### src/rtl/fault_policy_pkg.sv
// Constants and types shared by the current fault policy block.
// Assumes a 40 MHz system clock and a byte-wide command port.
package fault_policy_pkg;

  // ****************************************
  // Command codes and field layout
  // ****************************************
  localparam logic [7:0] OC_POLICY_CODE = 8'hE5;
  localparam logic [7:0] UC_POLICY_CODE = 8'hE6;
  localparam logic [7:0] STATUS_CODE = 8'hF0;
  localparam int RESP_MSB = 7;
  localparam int RESP_LSB = 6;
  localparam int RETRY_MSB = 5;
  localparam int RETRY_LSB = 3;
  localparam int UNITS_MSB = 2;
  localparam int UNITS_LSB = 0;
  localparam int STATUS_OC_BIT = 0;
  localparam int STATUS_UC_BIT = 1;
  localparam logic [7:0] POLICY_RESET = 8'h00;
  localparam logic [1:0] RESP_IGNORE = 2'h0;
  localparam logic [1:0] RESP_CONTINUE = 2'h1;
  localparam logic [1:0] RESP_DISABLE = 2'h2;
  localparam logic [1:0] RESP_HOLD = 2'h3;
  localparam logic [2:0] RETRY_NONE = 3'h0;
  localparam logic [2:0] RETRY_FOREVER = 3'h7;

  // ****************************************
  // Timing
  // ****************************************
  // Kept in ns so every figure fits a 32-bit int
  localparam int unsigned CLK_PERIOD_NS = 25;
  localparam int unsigned CONT_UNIT_NS = 10_000_000;
  localparam int unsigned RETRY_UNIT_NS = 8_200_000;
  localparam int unsigned CONT_UNIT_CYCLES = CONT_UNIT_NS / CLK_PERIOD_NS;
  localparam int unsigned RETRY_UNIT_CYCLES = RETRY_UNIT_NS / CLK_PERIOD_NS;
  localparam int TIMER_W = 22;

  typedef enum logic [2:0] {
    ST_IDLE, ST_CONTINUE, ST_OFF, ST_TRY, ST_HOLD, ST_LATCHED
  } engine_state_type;

  // Units times unit length, never below one cycle
  function automatic logic [TIMER_W-1:0] delay_cycles(input logic [2:0] units, input int unsigned unit_cyc);
    logic [TIMER_W-1:0] prod;
    prod = TIMER_W'(units * unit_cyc);
    delay_cycles = (units == 3'h0) ? TIMER_W'(1) : prod;
  endfunction

endpackage

### src/rtl/fault_policy_if.sv
// Carrier between the top level and one fault policy engine.
// Assumes both ends run on the same clock.
`timescale 1ns/1ps
`default_nettype none
interface fault_policy_if;
  logic [7:0] policy;
  logic reload;
  logic clear;
  logic run;
  logic fault;
  logic allow_out;
  logic fault_evt;
  logic latched;

  modport engine (input policy, reload, clear, run, fault, output allow_out, fault_evt, latched);
  modport ctrl (output policy, reload, clear, run, fault, input allow_out, fault_evt, latched);
endinterface
`default_nettype wire

### src/rtl/fault_policy_engine.sv
// One fault response engine: modes, delays and restart attempts.
// Assumes a level fault input synchronous to clk.
`timescale 1ns/1ps
`default_nettype none
module fault_policy_engine #(
  parameter int unsigned CONT_CYC = fault_policy_pkg::CONT_UNIT_CYCLES,
  parameter int unsigned RETRY_CYC = fault_policy_pkg::RETRY_UNIT_CYCLES
) (
  // Clock and reset
  input wire logic clk,
  input wire logic rst,
  // Policy carrier
  fault_policy_if.engine pif
);
  import fault_policy_pkg::*;

  engine_state_type state_reg, state_next;
  logic [TIMER_W-1:0] timer_reg, timer_next;
  logic [2:0] left_reg, left_next;
  logic fault_q_reg;
  logic [3:0] used_reg;

  wire [1:0] resp = pif.policy[RESP_MSB:RESP_LSB];
  wire [2:0] retry = pif.policy[RETRY_MSB:RETRY_LSB];
  wire [2:0] units = pif.policy[UNITS_MSB:UNITS_LSB];
  wire [TIMER_W-1:0] cont_cyc = delay_cycles(units, CONT_CYC);
  wire [TIMER_W-1:0] retry_cyc = delay_cycles(units, RETRY_CYC);
  wire cont_done = timer_reg >= cont_cyc - TIMER_W'(1);
  wire retry_done = timer_reg >= retry_cyc - TIMER_W'(1);
  wire forever_retry = retry == RETRY_FOREVER;
  wire exhausted = (retry == RETRY_NONE) || (left_reg == 3'h0 && !forever_retry);
  wire timing = state_reg == ST_CONTINUE || state_reg == ST_OFF || state_reg == ST_TRY;

  // ****************************************
  // Next state
  // ****************************************
  always_comb begin
    state_next = state_reg;
    timer_next = timing && timer_reg != '1 ? timer_reg + TIMER_W'(1) : timer_reg;
    left_next = left_reg;
    if (!pif.run) begin
      state_next = ST_IDLE;
      timer_next = '0;
      left_next = retry;
    end else begin
      unique case (state_reg)
        ST_IDLE: begin
          timer_next = '0;
          if (!pif.fault || pif.reload) left_next = retry;
          if (pif.fault) begin
            unique case (resp)
              RESP_IGNORE: state_next = ST_IDLE;
              RESP_CONTINUE: state_next = ST_CONTINUE;
              RESP_DISABLE: state_next = retry == RETRY_NONE ? ST_LATCHED : ST_OFF;
              RESP_HOLD: state_next = ST_HOLD;
            endcase
          end
        end
        ST_CONTINUE: begin
          if (!pif.fault) state_next = ST_IDLE;
          else if (cont_done) begin
            state_next = retry == RETRY_NONE ? ST_LATCHED : ST_OFF;
            timer_next = '0;
          end
        end
        ST_OFF: begin
          if (retry_done) begin
            state_next = ST_TRY;
            timer_next = '0;
            left_next = forever_retry ? left_reg : left_reg - 3'h1;
          end
        end
        ST_TRY: begin
          if (pif.fault) state_next = exhausted ? ST_LATCHED : ST_OFF;
          else if (retry_done) state_next = ST_IDLE;
        end
        ST_HOLD: begin
          if (!pif.fault) state_next = ST_IDLE;
        end
        ST_LATCHED: begin
          if (pif.clear) state_next = ST_IDLE;
        end
        default: state_next = ST_IDLE;
      endcase
    end
  end

  always_ff @(posedge clk) begin
    if (rst) begin
      state_reg <= ST_IDLE;
      timer_reg <= '0;
      left_reg <= '0;
      fault_q_reg <= 1'b0;
    end else begin
      state_reg <= state_next;
      timer_reg <= timer_next;
      left_reg <= left_next;
      fault_q_reg <= pif.fault;
    end
  end

  assign pif.fault_evt = pif.fault && !fault_q_reg;
  assign pif.allow_out = !(state_reg == ST_OFF || state_reg == ST_HOLD || state_reg == ST_LATCHED);
  assign pif.latched = state_reg == ST_LATCHED;

  // ****************************************
  // Checks
  // ****************************************
  // Attempts per episode, checker only
  always_ff @(posedge clk) begin
    if (rst || state_reg == ST_IDLE) used_reg <= '0;
    else if (state_reg == ST_OFF && state_next == ST_TRY && used_reg != 4'hF) used_reg <= used_reg + 4'h1;
  end

  ignore_mode_a: assert property (@(posedge clk) disable iff (rst)
    pif.run && resp == RESP_IGNORE && state_reg == ST_IDLE |=> pif.allow_out)
    else $error("ignore mode disabled output");
  continue_on_a: assert property (@(posedge clk) disable iff (rst)
    pif.run && state_reg == ST_IDLE && pif.fault && resp == RESP_CONTINUE
      |=> state_reg == ST_CONTINUE && pif.allow_out)
    else $error("output dropped during continue delay");
  disable_now_a: assert property (@(posedge clk) disable iff (rst)
    pif.run && state_reg == ST_IDLE && pif.fault && resp == RESP_DISABLE |=> !pif.allow_out)
    else $error("disable mode did not cut output");
  hold_resume_a: assert property (@(posedge clk) disable iff (rst)
    pif.run && state_reg == ST_HOLD && !pif.fault |=> pif.allow_out)
    else $error("hold mode did not resume");
  no_retry_a: assert property (@(posedge clk) disable iff (rst)
    pif.latched && pif.run && !pif.clear |=> pif.latched)
    else $error("latched off released without clear");
  attempt_limit_a: assert property (@(posedge clk) disable iff (rst)
    !forever_retry && !pif.reload |-> used_reg <= {1'b0, retry})
    else $error("too many restart attempts");
  endless_retry_a: assert property (@(posedge clk) disable iff (rst)
    forever_retry && state_reg == ST_TRY |=> !pif.latched)
    else $error("continuous retry gave up");
  cont_time_a: assert property (@(posedge clk) disable iff (rst)
    state_reg == ST_CONTINUE && !pif.reload |-> timer_reg < cont_cyc)
    else $error("continue delay overran");
  spacing_a: assert property (@(posedge clk) disable iff (rst)
    state_reg == ST_OFF && $past(state_reg) == ST_TRY |-> timer_reg <= retry_cyc)
    else $error("retry spacing overran");
  reload_a: assert property (@(posedge clk) disable iff (rst)
    pif.run && state_reg == ST_IDLE && !pif.fault |=> left_reg == $past(retry))
    else $error("attempt counter not reloaded");
endmodule // fault_policy_engine
`default_nettype wire

### src/rtl/current_fault_retry_policy.sv
// Top of the output current fault policy block.
// Assumes a command port decoded from the host link, one byte per command.
// Function
// - Response 00 keeps the output running through the fault while still reporting it.
// - Every detected fault pulls the alert low and sets its status bit.
// - Response 01 keeps running for the delay, then applies the retry setting if the fault remains.
// - Response 10 disables the output at once and then follows the retry setting.
// - Response 11 holds the output off only while the fault is present.
// - Retry 000 makes no restart; the output stays off until the fault is cleared.
// - Retry 101 and 110 make exactly five and six restart attempts.
// - Retry 111 retries until output off, power loss or another shutdown fault.
// - The delay field counts 0 to 7 units of 10 ms for the continue time.
// - The same field counts 8.2 ms units between the starts of restart attempts.
// - The undercurrent policy is a read/write byte at 0xE6 and sets the undercurrent bit.
// - Retry 001 to 100 make one to four attempts, then stay off until cleared.
// - The overcurrent policy at 0xE5 has the same layout and sets the overcurrent bit.
`timescale 1ns/1ps
`default_nettype none
module current_fault_retry_policy #(
  parameter int unsigned CONT_CYC = fault_policy_pkg::CONT_UNIT_CYCLES,
  parameter int unsigned RETRY_CYC = fault_policy_pkg::RETRY_UNIT_CYCLES
) (
  // Clock and reset
  input wire logic CLK,
  input wire logic SYS_RST,
  // Command port
  input wire logic CMD_WR,
  input wire logic CMD_RD,
  input wire logic [7:0] CMD_CODE,
  input wire logic [7:0] CMD_WDATA,
  output logic [7:0] CMD_RDATA,
  output logic CMD_ACK,
  output logic CMD_NACK,
  // Fault and power control
  input wire logic IOUT_OC_FAULT,
  input wire logic IOUT_UC_FAULT,
  input wire logic OUTPUT_ON,
  input wire logic OTHER_SHUTDOWN,
  input wire logic FAULT_CLEAR,
  output logic OUTPUT_EN,
  output logic HOST_ALERT_OUT_N
);
  import fault_policy_pkg::*;

  logic [7:0] oc_policy_reg;
  logic [7:0] uc_policy_reg;
  logic [7:0] rdata_reg;
  logic ack_reg;
  logic nack_reg;
  logic alert_n_reg;
  logic out_en_reg;
  logic [1:0] status_reg;
  logic [1:0] status_next;
  logic oc_reload_reg;
  logic uc_reload_reg;

  fault_policy_if oc_if ();
  fault_policy_if uc_if ();

  // ****************************************
  // Command decode
  // ****************************************
  wire access = CMD_WR || CMD_RD;
  wire hit_oc = CMD_CODE == OC_POLICY_CODE;
  wire hit_uc = CMD_CODE == UC_POLICY_CODE;
  // Status is read-only, so only a read of it is known
  wire hit_st = CMD_CODE == STATUS_CODE && CMD_RD;
  wire known = hit_oc || hit_uc || hit_st;
  wire wr_uc = CMD_WR && hit_uc;
  wire wr_oc = CMD_WR && hit_oc;
  wire rd_ok = CMD_RD && known;
  wire ack_next = access && known;
  wire nack_next = access && !known;
  wire [7:0] status_byte = {6'h00, status_reg};
  wire [7:0] rd_mux = hit_oc ? oc_policy_reg : hit_uc ? uc_policy_reg : status_byte;
  wire run = OUTPUT_ON && !OTHER_SHUTDOWN;
  wire [1:0] evt = {uc_if.fault_evt, oc_if.fault_evt};
  // Both engines must allow before the pin turns on
  wire out_next = run && oc_if.allow_out && uc_if.allow_out;

  // set beats clear on the status bits
  assign status_next = evt | (FAULT_CLEAR ? 2'h0 : status_reg);

  // ****************************************
  // Policy bytes
  // ****************************************
  // A refused write never reaches these bytes
  always_ff @(posedge CLK) begin
    if (SYS_RST) begin
      oc_policy_reg <= POLICY_RESET;
      uc_policy_reg <= POLICY_RESET;
    end else begin
      if (wr_oc) oc_policy_reg <= CMD_WDATA;
      if (wr_uc) uc_policy_reg <= CMD_WDATA;
    end
  end

  // ****************************************
  // Host answer
  // ****************************************
  // Registered answer, one cycle after the request
  always_ff @(posedge CLK) begin
    if (SYS_RST) begin
      rdata_reg <= 8'h00;
      ack_reg <= 1'b0;
      nack_reg <= 1'b0;
    end else begin
      if (rd_ok) rdata_reg <= rd_mux;
      ack_reg <= ack_next;
      nack_reg <= nack_next;
    end
  end

  // ****************************************
  // Status and alert
  // ****************************************
  always_ff @(posedge CLK) begin
    if (SYS_RST) begin
      status_reg <= 2'h0;
      alert_n_reg <= 1'b1;
    end else begin
      status_reg <= status_next;
      alert_n_reg <= status_next == 2'h0;
    end
  end

  // ****************************************
  // Output enable and reload
  // ****************************************
  // Reload pulse lets an idle engine pick up fresh attempts
  always_ff @(posedge CLK) begin
    if (SYS_RST) begin
      out_en_reg <= 1'b0;
      oc_reload_reg <= 1'b0;
      uc_reload_reg <= 1'b0;
    end else begin
      out_en_reg <= out_next;
      oc_reload_reg <= wr_oc;
      uc_reload_reg <= wr_uc;
    end
  end

  // ****************************************
  // Engines
  // ****************************************
  assign oc_if.policy = oc_policy_reg;
  assign oc_if.reload = oc_reload_reg;
  assign oc_if.clear = FAULT_CLEAR;
  assign oc_if.run = run;
  assign oc_if.fault = IOUT_OC_FAULT;
  assign uc_if.policy = uc_policy_reg;
  assign uc_if.reload = uc_reload_reg;
  assign uc_if.clear = FAULT_CLEAR;
  assign uc_if.run = run;
  assign uc_if.fault = IOUT_UC_FAULT;

  fault_policy_engine #(.CONT_CYC(CONT_CYC), .RETRY_CYC(RETRY_CYC)) oc_engine (
    .clk(CLK),
    .rst(SYS_RST),
    .pif(oc_if)
  );

  fault_policy_engine #(.CONT_CYC(CONT_CYC), .RETRY_CYC(RETRY_CYC)) uc_engine (
    .clk(CLK),
    .rst(SYS_RST),
    .pif(uc_if)
  );

  assign CMD_RDATA = rdata_reg;
  assign CMD_ACK = ack_reg;
  assign CMD_NACK = nack_reg;
  // Registered so combinational decode glitches never reach the pin
  assign OUTPUT_EN = out_en_reg;
  assign HOST_ALERT_OUT_N = alert_n_reg;

  // ****************************************
  // Checks
  // ****************************************
  alert_low_a: assert property (@(posedge CLK) disable iff (SYS_RST)
    evt != 2'h0 |=> !HOST_ALERT_OUT_N && (status_reg & $past(evt)) == $past(evt))
    else $error("fault did not raise alert");
  uc_byte_a: assert property (@(posedge CLK) disable iff (SYS_RST)
    CMD_RD && hit_uc && !CMD_WR |=> CMD_RDATA == $past(uc_policy_reg) && CMD_ACK)
    else $error("undercurrent byte readback wrong");
  uc_status_a: assert property (@(posedge CLK) disable iff (SYS_RST)
    uc_if.fault_evt |=> status_reg[STATUS_UC_BIT])
    else $error("undercurrent bit not set");
  oc_status_a: assert property (@(posedge CLK) disable iff (SYS_RST)
    oc_if.fault_evt |=> status_reg[STATUS_OC_BIT])
    else $error("overcurrent bit not set");
  out_gate_a: assert property (@(posedge CLK) disable iff (SYS_RST)
    !oc_if.allow_out || !uc_if.allow_out || !run |=> !OUTPUT_EN)
    else $error("output left on while an engine holds it off");

  oc_byte_a: assert property (@(posedge CLK) disable iff (SYS_RST)
    CMD_RD && hit_oc && !CMD_WR |=> CMD_RDATA == $past(oc_policy_reg) && CMD_ACK)
    else $error("overcurrent byte readback wrong");
  uc_write_a: assert property (@(posedge CLK) disable iff (SYS_RST)
    wr_uc |=> uc_policy_reg == $past(CMD_WDATA))
    else $error("undercurrent byte write lost");
  oc_write_a: assert property (@(posedge CLK) disable iff (SYS_RST)
    wr_oc |=> oc_policy_reg == $past(CMD_WDATA))
    else $error("overcurrent byte write lost");
  ack_pulse_a: assert property (@(posedge CLK) disable iff (SYS_RST)
    access && known |=> CMD_ACK && !CMD_NACK)
    else $error("known request not acknowledged");
  refuse_nack_a: assert property (@(posedge CLK) disable iff (SYS_RST)
    access && !known |=> CMD_NACK && !CMD_ACK)
    else $error("refused request not flagged");
  rdata_hold_a: assert property (@(posedge CLK) disable iff (SYS_RST)
    !rd_ok |=> CMD_RDATA == $past(CMD_RDATA))
    else $error("read data changed without a read");
  alert_hold_a: assert property (@(posedge CLK) disable iff (SYS_RST)
    !FAULT_CLEAR && !HOST_ALERT_OUT_N |=> !HOST_ALERT_OUT_N)
    else $error("alert released without clear");
  alert_clear_a: assert property (@(posedge CLK) disable iff (SYS_RST)
    FAULT_CLEAR && evt == 2'h0 |=> HOST_ALERT_OUT_N)
    else $error("alert stuck after clear");
endmodule // current_fault_retry_policy
`default_nettype wire

### config.mk
export PLATFORM = sky130hd
export DESIGN_NAME = current_fault_retry_policy
export DESIGN_NICKNAME = d
export VERILOG_FILES = /design/src/rtl/fault_policy_pkg.sv /design/src/rtl/fault_policy_if.sv /design/src/rtl/fault_policy_engine.sv /design/src/rtl/current_fault_retry_policy.sv
export SDC_FILE = /design/constraint.sdc
export NUM_CORES = 1
export LEC_CHECK = 0
export ABC_CLOCK_PERIOD_IN_PS = 7300
export BUFFER_PORTS_ARGS = -buffer_cell sky130_fd_sc_hd__buf_2
export CELL_PAD_IN_SITES_DETAIL_PLACEMENT = 1
export CELL_PAD_IN_SITES_GLOBAL_PLACEMENT = 2
export CORE_ASPECT_RATIO = 0.5
export CORE_MARGIN = 4
export CORE_UTILIZATION = 40
export CTS_CLUSTER_DIAMETER = 30
export DETAILED_ROUTE_END_ITERATION = 16
export PLACE_DENSITY_LB_ADDON = 0.2
export SLEW_MARGIN = 30
export SYNTH_ARGS = -nofsm -noshare
export SYNTH_HDL_FRONTEND = slang
export SYNTH_SLANG_ARGS = --single-unit
### constraint.sdc
create_clock -name CLK -period 7.3 [get_ports CLK]
set_input_delay 0.365 -clock CLK [delete_from_list [all_inputs] [get_ports CLK]]
set_output_delay 0.365 -clock CLK [all_outputs]
set_load 0.005 [all_outputs]
==> flow_summary.yaml <==
route:
  wl_per_cell_um: 17.1
  drt_iter0_markers: 167
  postRouteAntennaNets: 0
  vias: 6597
  drcViolationCount: 0
  vias_per_cell: 5.57
  dr.pass1.iters: 4
  wl_um: 20200
pwr:
  p_comb_share_pct: 4.2
  p_sw_uw: 247
  p_int_uw: 825
  finalPower_mw: 1.07
  switching_share_pct: 23.0
  powerDensity_mw_per_mm2: 136
  leakagePower_nw: 3.05
  p_clk_share_pct: 49.5
  peakVddDrop_mv: 0.0996
  pwr-share-seq_pct: 46.3
floorplan:
  rows: 34
  core_mm2: 0.0176
  die_h_um: 103
  initial_core_util_pct: 41.2
  io_pins: 37
  dieArea_mm2: 0.0205
  die_w_um: 198
setup_path:
  crit_type: "reg2reg"
  cp_top_family: "compound AO/OA/AOI/OAI gates"
  reg2reg_slack_ns: 2.20
  max_stage_delay_ns: 0.74
  crit_path_cell_trace: "inv_1 > ha_1 > nand2_1 > clkinv_1 > nor4_2 > a21oi_1 > ha_1 > a21oi_1 > a21boi_0 > a21o_1 > a2111oi_1 > a2111oi_0 > a32o_1"
  crit_required_ns: 7.54
  critical_path_buf_inv_count: 2
  worst_path_max_delay_cell: "nor4_2"
  endpoint_kind: "flop"
  start_kind: "flop"
  crit_fanout: 22
  critPathArrivalTime_ns: 5.34
worst_hold_path:
  hp-class: "in2reg"
cells_and_area:
  finalNetCount: 1079
  drive_gt1_share_pct: 7.47
  areaGrowthSynthToFinish_pct: 9.12
  diodes: 0
  fillCellCount: 2207
global_routing:
  grt_max_degree: 40
  antenna_found_initial: 0
  grt_remaining_overflow: 0
  first_global_vias: 6662
  grt_use_total_pct: 20.2
  grt_pass1_wl_um: 33600
clock_tree:
  clkTransAtPathRegs_ns: 0.07
  clk_latency_ns: 0.34
  cts_tree: "done"
  ctsHoldBuffers: 0
  cts_resized: 0
  htreeDepth: 3
  cts.sinks: 90
  root_buffer: "clkbuf_16"
  postCtsSetupBuffers: 0
  clockBufferDepth: 2
  cts_inserted_buffers: 9
synth:
  syn_nets: 1065
  yosys.area.top_type_share_pct: 24.9
  synthTopCellsByArea: "dfxtp_1 25%, ha_1 19%, nor2_1 6.6%, nand2_1 5.3%, a21oi_1 5.2%"
  synth_edf_count: 0
  synth_most_common_cell: "nor2_1"
  syn_area_mm2: 0.00724
  yosysSeqAreaShare_pct: 24.9
  synthArstFlopShare_pct: 0
  synth.distinct_cells: 72
  synth_top_cell_by_area: "dfxtp_1"
  synth_ff_type: "dfxtp_1"
  avgSynthCellArea_um2: 7.77
  synthTopCellsByCount: "128 x nor2_1, 108 x ha_1, 102 x nand2_1"
  ys_ff_latch: 90
  ys_warn_count: 0
  postSynthCellCount: 932
timing:
  relSlewSlack_pct: 51.4
  final-hold-violation-count: 0
  fin_skew_ns: 0.0101
  tns_ns: 0
  rsz0062_at_grt: "false"
  tightest_slew_ns: 0.729
  clock.fmax_mhz: 196
  finalMaxSlewViolations: 0
  setup_viol: 0
  min_period_ns: 5.10
  period_share_pct: 69.9
placed_design:
  place_congestion: 0.805
  io_buffer_count: 36
  hpwlAfterDp_um: 16000
outcome:
  outcome: "finished, final reports clean"
job:
  drv_cap: 0
==> stage by stage <==
step | util [%] | setup slack, ns | instance area, um2 | std cells | hold WS, ns
after floorplan | - | 3.25 | 7240 | 932 | 0.432
after global placement | 43.0 | 2.26 | 7560 | 1169 | 0.440
after detailed placement | 43.0 | 1.96 | 7560 | 1169 | 0.446
after CTS | 45.0 | 1.91 | 7900 | 1185 | 0.268
after global routing | 45.0 | 1.73 | 7900 | 1185 | 0.291
final | 45.0 | 2.20 | 7900 | 1185 | 0.284
==> path summary, 6_finish.rpt <==
| path | startpoint | end | cells past startpoint |
|---|---|---|---|
| max | oc_if.policy[0]$_SDFFE_PP0P_ | oc_engine.state_reg[2]$_SDFFE_PP0P_ | 13 |
| min | CMD_WDATA[7] | oc_if.policy[7]$_SDFFE_PP0P_ | 3 |
| max reg2reg | oc_if.policy[0]$_SDFFE_PP0P_ | oc_engine.state_reg[2]$_SDFFE_PP0P_ | 13 |
| min reg2reg | oc_engine.left_reg[2]$_SDFFE_PP0P_ | oc_engine.left_reg[2]$_SDFFE_PP0P_ | 2 |
==> layout by cell type, fill, tap and decap left out, types with 7 or more instances in the layout <==
cell type and instances:
nor4_1 8, nand2_1 102, and3_1 10, dfxtp_1 90, a21o_1 7, xor2_1 32, inv_1 44, nand4_1 26
a31oi_1 8, a22oi_1 9, a21oi_1 75, clkbuf_16 9, and4_1 7, nor3_1 18, a211oi_1 12, o21ai_0 35
buf_2 36, nor2_1 128, ha_1 108, nor2b_1 7, a211o_1 7, mux2i_1 7, xnor2_1 31, nand3_1 46
==> power by group through the flow <==
stage                     clock (mW)  sequential, mW  combinational [mW]
after global routing           0.571           0.496              0.0511
after global placement             0           0.507              0.0454
final                          0.531           0.496              0.0454
after floorplan                    0           0.506              0.0279
after detailed placement           0           0.507              0.0457
after CTS                      0.547           0.496              0.0460
==> worst reg2reg max path: cells and delay by family (launching register included) <==
kind | cells | cell delay [ns]
adders and majority gates | 2 | 0.57
and+or+nand+nor | 2 | 1.23
DFF | 1 | 0.55
AOI/OAI and AO/OA | 7 | 1.83
buffers and inverters | 2 | 0.80
==> cell type report <==
type / instances / area, um2 / share of cell area (%)
Multi-Input combinational cell: 761 / 5110 / 64.6
Sequential cell: 90 / 1800 / 22.8
Tap cell: 234 / 293 / 3.70
Clock buffer: 10 / 239 / 3.02
Timing Repair Buffer: 38 / 195 / 2.47
Inverter: 46 / 173 / 2.18
Clock inverter: 6 / 96.3 / 1.22
==> per-layer routing <==
layer  share of wire [%]  routed length, um  track usage, %
met2                  51              10300            39.0
met1                  46               9280            24.2
met4                 1.1                216            3.33
met5                   0                  0               0
met3                 1.9                390            3.59
==> kinds of logic (layout without fill, tap and decap cells) <==
| kind of cell | count (synthesis) | after routing | share of synthesized area (%) |
|---|---|---|---|
| AOI/OAI and AO/OA | 197 | 197 | 17.0 |
| and+or+nand+nor | 384 | 384 | 25.9 |
| DFF | 90 | 90 | 24.9 |
| muxes | 9 | 9 | 1.28 |
| xor gates and xnor gates | 63 | 63 | 7.62 |
| adders and majority gates | 108 | 108 | 18.7 |
| buffers and inverters | 81 | 100 | 4.72 |
(Power assumes the default switching activity.)
